==> config.mk <==
export PLATFORM = sky130hd
export DESIGN_NAME = urnf_rx_filter
export DESIGN_NICKNAME = d
export VERILOG_FILES = /design/src/pkg/urnf_pkg.sv /design/src/design/urnf_baud_gen.sv /design/src/design/urnf_rx_filter.sv
export VERILOG_INCLUDE_DIRS = /design/src /design/src/pkg
export SDC_FILE = /design/constraint.sdc
export NUM_CORES = 1
export LEC_CHECK = 0
export BUFFER_PORTS_ARGS = -buffer_cell sky130_fd_sc_hd__buf_2
export CAP_MARGIN = 5
export CELL_PAD_IN_SITES_DETAIL_PLACEMENT = 0
export CELL_PAD_IN_SITES_GLOBAL_PLACEMENT = 1
export CORE_ASPECT_RATIO = 1.75
export CORE_UTILIZATION = 40
export CTS_BUF_LIST = sky130_fd_sc_hd__clkbuf_4 sky130_fd_sc_hd__clkbuf_8
export DETAILED_ROUTE_END_ITERATION = 12
export GPL_TIMING_DRIVEN = 0
export PLACE_DENSITY = 0.84
export SYNTH_ARGS = -nofsm -noshare
export SYNTH_HDL_FRONTEND = slang
export SYNTH_HIERARCHICAL = 1
export SYNTH_SLANG_ARGS = --single-unit
==> constraint.sdc <==
create_clock -name clk_sys -period 2.7 [get_ports clk_sys]
set_input_delay 0.81 -clock clk_sys [delete_from_list [all_inputs] [get_ports clk_sys]]
set_output_delay 0.81 -clock clk_sys [all_outputs]
set_load 0.01 [all_outputs]
==> src/pkg/urnf_cfg.svh <==
`ifndef URNF_CFG_SVH
`define URNF_CFG_SVH
// ----------------------------------------
// filter lengths in oscillator periods
// ----------------------------------------
`define URNF_FLT_LEN_01     7'h1F
`define URNF_FLT_LEN_10     7'h3F
`define URNF_FLT_LEN_11     7'h7F
// ----------------------------------------
// baud source codes, fixed divider and idle line level
// ----------------------------------------
`define URNF_BSEL_FIXED    3'h0
`define URNF_BSEL_TIMER    3'h6
`define URNF_FIXED_DIV     5'h0D
`define URNF_RX_IDLE       1'h1
`endif

==> src/pkg/urnf_pkg.sv <==
`default_nettype none
package urnf_pkg;
  typedef enum logic [1:0] {
    URNF_FLT_OFF = 2'h0,
    URNF_FLT_31  = 2'h1,
    URNF_FLT_63  = 2'h2,
    URNF_FLT_127 = 2'h3
  } urnf_flt_e;
  typedef logic [6:0] urnf_cnt_t;
endpackage : urnf_pkg
`default_nettype wire

==> src/design/urnf_baud_gen.sv <==
`include "urnf_cfg.svh"
`default_nettype none
module urnf_baud_gen #(
  parameter int TW = 8
) (
  input  wire logic          clk_sys,
  input  wire logic          rst_b,
  input  wire logic [2:0]    baud_source_sel,
  input  wire logic          timer_src_tick,
  input  wire logic [TW-1:0] timer_compare_value,
  output logic               xfer_clk_tick
);
  // ----------------------------------------
  // dividers
  // ----------------------------------------
  logic [4:0]    fdiv;
  logic [4:0]    next_fdiv;
  logic [TW-1:0] tcnt;
  logic [TW-1:0] next_tcnt;
  logic          next_tick;
  logic          fwrap;
  logic          twrap;

  always_comb begin
    fwrap     = (fdiv == `URNF_FIXED_DIV - 5'h01);
    next_fdiv = fwrap ? 5'h00 : fdiv + 5'h01;                            // RL4
    // compare of 0 treated as 1: no stall
    twrap     = timer_src_tick && (tcnt + {{(TW-1){1'b0}}, 1'b1} >= timer_compare_value);
    next_tcnt = tcnt;
    if (timer_src_tick) begin
      next_tcnt = twrap ? '0 : tcnt + {{(TW-1){1'b0}}, 1'b1};           // RL3
    end
    case (baud_source_sel)
      `URNF_BSEL_FIXED: next_tick = fwrap;                              // RL4
      `URNF_BSEL_TIMER: next_tick = twrap;                              // RL3
      default:          next_tick = 1'b0;
    endcase
  end

  always_ff @(posedge clk_sys or negedge rst_b) begin
    if (!rst_b) begin
      fdiv          <= 5'h00;
      tcnt          <= '0;
      xfer_clk_tick <= 1'b0;
    end else begin
      fdiv          <= next_fdiv;
      tcnt          <= next_tcnt;
      xfer_clk_tick <= next_tick;
    end
  end

  // ----------------------------------------
  // fixed period monitor
  // ----------------------------------------
  // fdiv runs in every mode, so the gap is trusted only after a tick that
  // came while the fixed source was already selected
  logic [4:0] gap;
  logic [4:0] next_gap;
  logic       gap_ok;
  logic       next_gap_ok;
  logic       fix_was;
  logic       next_fix_was;

  always_comb begin
    next_fix_was = (baud_source_sel == `URNF_BSEL_FIXED);
    next_gap_ok  = next_fix_was && (gap_ok || (xfer_clk_tick && fix_was));
    // saturates so a silent source cannot wrap the gap back into range
    next_gap     = xfer_clk_tick ? 5'h01 : gap + {4'h0, ~&gap};
  end

  always_ff @(posedge clk_sys or negedge rst_b) begin
    if (!rst_b) begin
      gap     <= 5'h00;
      gap_ok  <= 1'b0;
      fix_was <= 1'b0;
    end else begin
      gap     <= next_gap;
      gap_ok  <= next_gap_ok;
      fix_was <= next_fix_was;
    end
  end
endmodule : urnf_baud_gen
`default_nettype wire

==> src/design/urnf_rx_filter.sv <==
// Behaviour
// RL1: 00 bypasses; 01 rejects under 31 periods
// RL2: 10 rejects under 63; 11 under 127
// RL3: timer clock equals source over compare value
// RL4: code 110 timer, code 000 fc/13
// RL5: software avoids barred filter/clock pairs
// RL6: level passes after stable count, restart on change
`include "urnf_cfg.svh"
`default_nettype none
module urnf_rx_filter #(
  parameter int TW = 8
) (
  input  wire logic          clk_sys,
  input  wire logic          rst_b,
  input  wire logic          rx_line,
  input  wire logic [1:0]    rx_noise_filter_sel,
  input  wire logic [2:0]    baud_source_sel,
  input  wire logic          timer_src_tick,
  input  wire logic [TW-1:0] timer_compare_value,
  output logic               rx_filtered,
  output logic               xfer_clk_tick
);
  // ----------------------------------------
  // noise filter
  // ----------------------------------------
  urnf_pkg::urnf_cnt_t cnt;
  urnf_pkg::urnf_cnt_t next_cnt;
  urnf_pkg::urnf_cnt_t flt_len;
  logic                cand;
  logic                next_cand;
  logic                next_rx;

  always_comb begin
    case (urnf_pkg::urnf_flt_e'(rx_noise_filter_sel))
      urnf_pkg::URNF_FLT_31:  flt_len = `URNF_FLT_LEN_01;                // RL1
      urnf_pkg::URNF_FLT_63:  flt_len = `URNF_FLT_LEN_10;                // RL2
      urnf_pkg::URNF_FLT_127: flt_len = `URNF_FLT_LEN_11;                // RL2
      default:                flt_len = 7'h00;
    endcase
    next_cand = rx_line;
    next_cnt  = cnt;
    next_rx   = rx_filtered;
    if (rx_noise_filter_sel == urnf_pkg::URNF_FLT_OFF) begin
      // bypass still costs one register stage
      next_rx  = rx_line;                                                // RL1
      next_cnt = 7'h00;
    end else if (rx_line != cand) begin
      next_cnt = 7'h01;                                                  // RL6
    end else if (rx_line == rx_filtered) begin
      next_cnt = 7'h00;
    end else if (cnt + 7'h01 >= flt_len) begin
      next_rx  = rx_line;                                                // RL6
      next_cnt = 7'h00;
    end else begin
      next_cnt = cnt + 7'h01;                                            // RL6
    end
  end

  always_ff @(posedge clk_sys or negedge rst_b) begin
    if (!rst_b) begin
      cnt         <= 7'h00;
      cand        <= `URNF_RX_IDLE;
      rx_filtered <= `URNF_RX_IDLE;
    end else begin
      cnt         <= next_cnt;
      cand        <= next_cand;
      rx_filtered <= next_rx;
    end
  end

  // ----------------------------------------
  // transfer clock
  // ----------------------------------------
  // barred filter/clock pairs are not checked here; software owns that
  urnf_baud_gen #(
    .TW (TW)
  ) u_baud (
    .clk_sys             (clk_sys),
    .rst_b               (rst_b),
    .baud_source_sel     (baud_source_sel),
    .timer_src_tick      (timer_src_tick),
    .timer_compare_value (timer_compare_value),
    .xfer_clk_tick       (xfer_clk_tick)
  );

  // ----------------------------------------
  // filter run-length monitor
  // ----------------------------------------
  // an independent count of how long the line has held its level;
  // pass_len_a and late_pass_a lean on it rather than on cnt, so a fault in the
  // filter arithmetic cannot hide behind itself
  logic [7:0] run_len;
  logic [7:0] next_run_len;
  logic       run_lvl;
  logic       next_run_lvl;
  logic [7:0] sel_age;
  logic [7:0] next_sel_age;
  logic [1:0] sel_prev;
  logic [1:0] next_sel_prev;
  logic [7:0] need_len;

  always_comb begin
    next_run_lvl  = rx_line;
    next_sel_prev = rx_noise_filter_sel;
    // both counts saturate so a long idle line cannot wrap them
    if (rx_line != run_lvl) begin
      next_run_len = 8'h01;
    end else begin
      next_run_len = run_len + {7'h00, ~&run_len};
    end
    if (rx_noise_filter_sel != sel_prev) begin
      next_sel_age = 8'h01;
    end else begin
      next_sel_age = sel_age + {7'h00, ~&sel_age};
    end
    case (urnf_pkg::urnf_flt_e'(sel_prev))
      urnf_pkg::URNF_FLT_31:  need_len = {1'b0, `URNF_FLT_LEN_01};
      urnf_pkg::URNF_FLT_63:  need_len = {1'b0, `URNF_FLT_LEN_10};
      urnf_pkg::URNF_FLT_127: need_len = {1'b0, `URNF_FLT_LEN_11};
      default:                need_len = 8'h00;
    endcase
  end

  always_ff @(posedge clk_sys or negedge rst_b) begin
    if (!rst_b) begin
      run_len  <= 8'h00;
      run_lvl  <= `URNF_RX_IDLE;
      sel_age  <= 8'h00;
      sel_prev <= 2'h0;
    end else begin
      run_len  <= next_run_len;
      run_lvl  <= next_run_lvl;
      sel_age  <= next_sel_age;
      sel_prev <= next_sel_prev;
    end
  end

  // ----------------------------------------
  // timer divide monitor
  // ----------------------------------------
  // counts source ticks between transfer ticks; trusted only once a tick
  // has come from the timer with the source and compare value held since
  logic [TW-1:0] src_seen;
  logic [TW-1:0] next_src_seen;
  logic [TW-1:0] cmp_prev;
  logic [TW-1:0] next_cmp_prev;
  logic [TW-1:0] want_div;
  logic          tmr_was;
  logic          next_tmr_was;
  logic          tmr_run;
  logic          next_tmr_run;
  logic          tmr_hold;

  always_comb begin
    next_tmr_was  = (baud_source_sel == `URNF_BSEL_TIMER);
    next_cmp_prev = timer_compare_value;
    tmr_hold      = next_tmr_was && tmr_was &&
                    (timer_compare_value == cmp_prev);
    next_tmr_run  = tmr_hold && (xfer_clk_tick || tmr_run);
    next_src_seen = (xfer_clk_tick ? {TW{1'b0}} : src_seen) +
                    {{(TW-1){1'b0}}, timer_src_tick};
    // a compare of 0 divides by one, as the generator does
    want_div      = (cmp_prev == {TW{1'b0}}) ? {{(TW-1){1'b0}}, 1'b1} : cmp_prev;
  end

  always_ff @(posedge clk_sys or negedge rst_b) begin
    if (!rst_b) begin
      src_seen <= {TW{1'b0}};
      cmp_prev <= {TW{1'b0}};
      tmr_was  <= 1'b0;
      tmr_run  <= 1'b0;
    end else begin
      src_seen <= next_src_seen;
      cmp_prev <= next_cmp_prev;
      tmr_was  <= next_tmr_was;
      tmr_run  <= next_tmr_run;
    end
  end
endmodule : urnf_rx_filter
`default_nettype wire

==> metrics <==
core area=~3600 um^2; final setup fails=0; Lkg Pwr=between 0.8 and 0.9 nW; final period demand of the worst path=2550 ps; WS Path Type=in -> reg; max cap viols=0; global route total overflow=0; met3 WL=47 um; sequential share of power=a little under half; Post-CTS Resized=0; Total Routing Usage GR=between 10% and 20%; number of fill cells=between 300 and 400; post-CTS setup repair buffer count=0; row cnt=29; final period utilization=between 90% and 100%; Synth warnings=6; IO Count=19; share of flip-flops with an asynchronous set or reset=100%; post-route cell area=roughly 1700 um^2; number of global-route vias before repair=between 1,000 and 1,500; drt wl/cell=12.3 um; placement-stage cell area=approximately 1700 um^2; Routability Congestion=around 0.75; post-DP HPWL=between 2 and 2.5 mm; largest net degree at the start of global routing=24; Syn-to-layout area delta=13.1%; # placed instances=217; DR DRC count=0; Initial DRT Pass Iterations=4; layout cells sized above 1=20.0%; final hold vios=0; first-pass GRT wire length=~5 mm; measured slew at the worst slew-check pin=about 500 ps; main area contributors after synthesis=dfrtp_1 34%, ha_1 16%, xnor2_1 4.0%, xor2_1 4.0%, nor2_1 3.7%; # H-tree levels=1; Crit path arrival time=2760 ps; deepest clock path buffer count=2; P_int=about 640 uW; top routing layer in use=met4; CP startpoint kind=primary input; Synth Cell Area=1530 um^2; ant diodes=0; Final ANT Viol Nets=0; mean number of vias per cell=between 5 and 6; vias=1,154; origin of the worst setup path=rx_noise_filter_sel[1]; synthesized netlist cell count=around 150; Required @ worst endpoint=just under 3000 ps; worst-path fanout max=7; Slew headroom=roughly two thirds; die width=a little under 50 um; switching pwr=between 300 and 400 uW; Avg Inst Size Synth=roughly 10 um^2; biggest area consumer among synthesized cells=dfrtp_1; Clk pin slew, worst setup/hold paths=80 ps; routed wl met2=1.57 mm; Post-synth EDFFs=0; Cell Count, Final, Fillers Out=~220; Peak VDD IR=0.341 mV; Fmax=about 0.39 GHz; final slew viol count=0; Power Density=547 nW/um^2; top cell type's share of synthesized area=between 30% and 40%; hold path start=u_baud/fdiv[0]; WL final=between 2 and 3 mm; Inserted Clock Buffers=3; unrepaired setup endpoints after global routing=no; Setup crit end kind=flip-flop; worst reg2reg startpoint=u_baud/tcnt[0]; Setup Skew=2.24 ps; Mapped Nets=about 190; TNS Setup=0 ps; hold crit path type=reg -> reg; Sw Ratio=32.7%; Met1 Routed Length=between 1 and 1.5 mm; Final #Nets=about 210; cell with the most instances after synthesis=dfrtp_1; die area=4080 um^2; starting density of the core=42.1%; number of synthesized register bits=23; TritonCTS clock tree=done; Clk pwr share=a little over a fifth; Netlist cell types=32; Comb pwr share=~33%; die height=~84 um; IO Port Bufs=18; CTS Root Cell=clkbuf_8; initial antenna violation count=0; status=completed; first-iteration detailed-routing DRC count=10; synth cell count leaders=21 x dfrtp_1, 19 x ha_1, 15 x nor2_1; clk sinks=23; top_reg_cell synth=dfrtp_1; register area share after synthesis=between 30% and 40%; worst skew pair latency=260 ps; cts hold-fix bufs=0; total power=944 uW
==> layer usage <==
layer / vias up / global-route usage [%]
li1: 576 / -
met1: 563 / 16.5
met2: 13 / 29.9
met3: 2 / 1.28
met4: 0 / 6.42
met5: - / 0
==> metrics by stage <==
step	setup WS, ps	hold WS [ps]	util, %
floorplan	123	454	-
global placement	-217	473	46.1
detailed placement	-223	482	46.1
CTS	60.1	494	47.4
global route	10.4	516	47.6
finish	145	487	47.6
==> placed cells by master (no fill, tap or decap), types with 2 or more instances in the layout <==
cell,n
nand3_1,8
nor2b_1,6
nand2b_4,2
o21a_1,2
clkbuf_8,3
inv_1,13
nor3_1,2
and3_1,2
a211o_1,3
nand2_1,14
ha_1,19
a22o_1,2
buf_2,18
dfstp_2,2
o21ai_0,5
dfrtp_1,20
o2bb2ai_1,4
xor2_1,7
a21oi_1,3
nor2_1,15
nand4_1,3
xnor2_1,7
==> final timing paths <==
check,slack (ps),to,cells after the start
worst max-delay path,150,cnt[4],8
worst min-delay path,490,u_baud/fdiv[0],1
worst max register to register,250,u_baud/tcnt[0],10
worst min register to register,490,u_baud/fdiv[0],1
max in group asynchronous,1820,u_baud/tcnt[0],1
min in group asynchronous,510,cnt[6],1
==> worst max-delay path: stages <==
cell and delay (ps):
buf_2 110, or2_2 330, inv_1 200, ha_1 270, a211o_1 300, a211oi_4 320, nand3_2 190, and2b_1 230
==> registers in the layout, summed over array words and instances, names as in the netlist <==
signal,cells
u_baud/tcnt,8
cnt,7
u_baud/fdiv,5
rx_filtered,1
u_baud/xfer_clk_tick,1
cand,1
==> power by group through the flow <==
stage	sequential [mW]	clock, mW	combinational (mW)
global placement	0.430	0	0.300
detailed placement	0.433	0	0.314
CTS	0.427	0.221	0.315
global route	0.435	0.234	0.349
floorplan	0.422	0	0.245
finish	0.428	0.208	0.308
==> cell families after synthesis <==
group / after synthesis / synth area share [%]
AND/OR/NAND/NOR: 57 / 19.0
buffers and inverters: 13 / 3.20
multiplexers: 2 / 1.39
AO/OA/AOI/OAI: 25 / 14.9
flip-flops: 23 / 37.9
XOR/XNOR: 14 / 8.03
adder cells (fa/ha/maj): 19 / 15.6
==> area by class of cell <==
type / instances / area, um^2 / area share, %
Sequential cell: 23 / 579 / 33.6
Multi-Input combinational cell: 117 / 905 / 52.4
Tap cell: 46 / 57.6 / 3.33
Inverter: 13 / 48.8 / 2.83
Clock inverter: 1 / 5.00 / 0.290
Timing Repair Buffer: 18 / 90.1 / 5.22
Clock buffer: 3 / 41.3 / 2.39
Note: power is estimated with default switching activity, not from simulation.
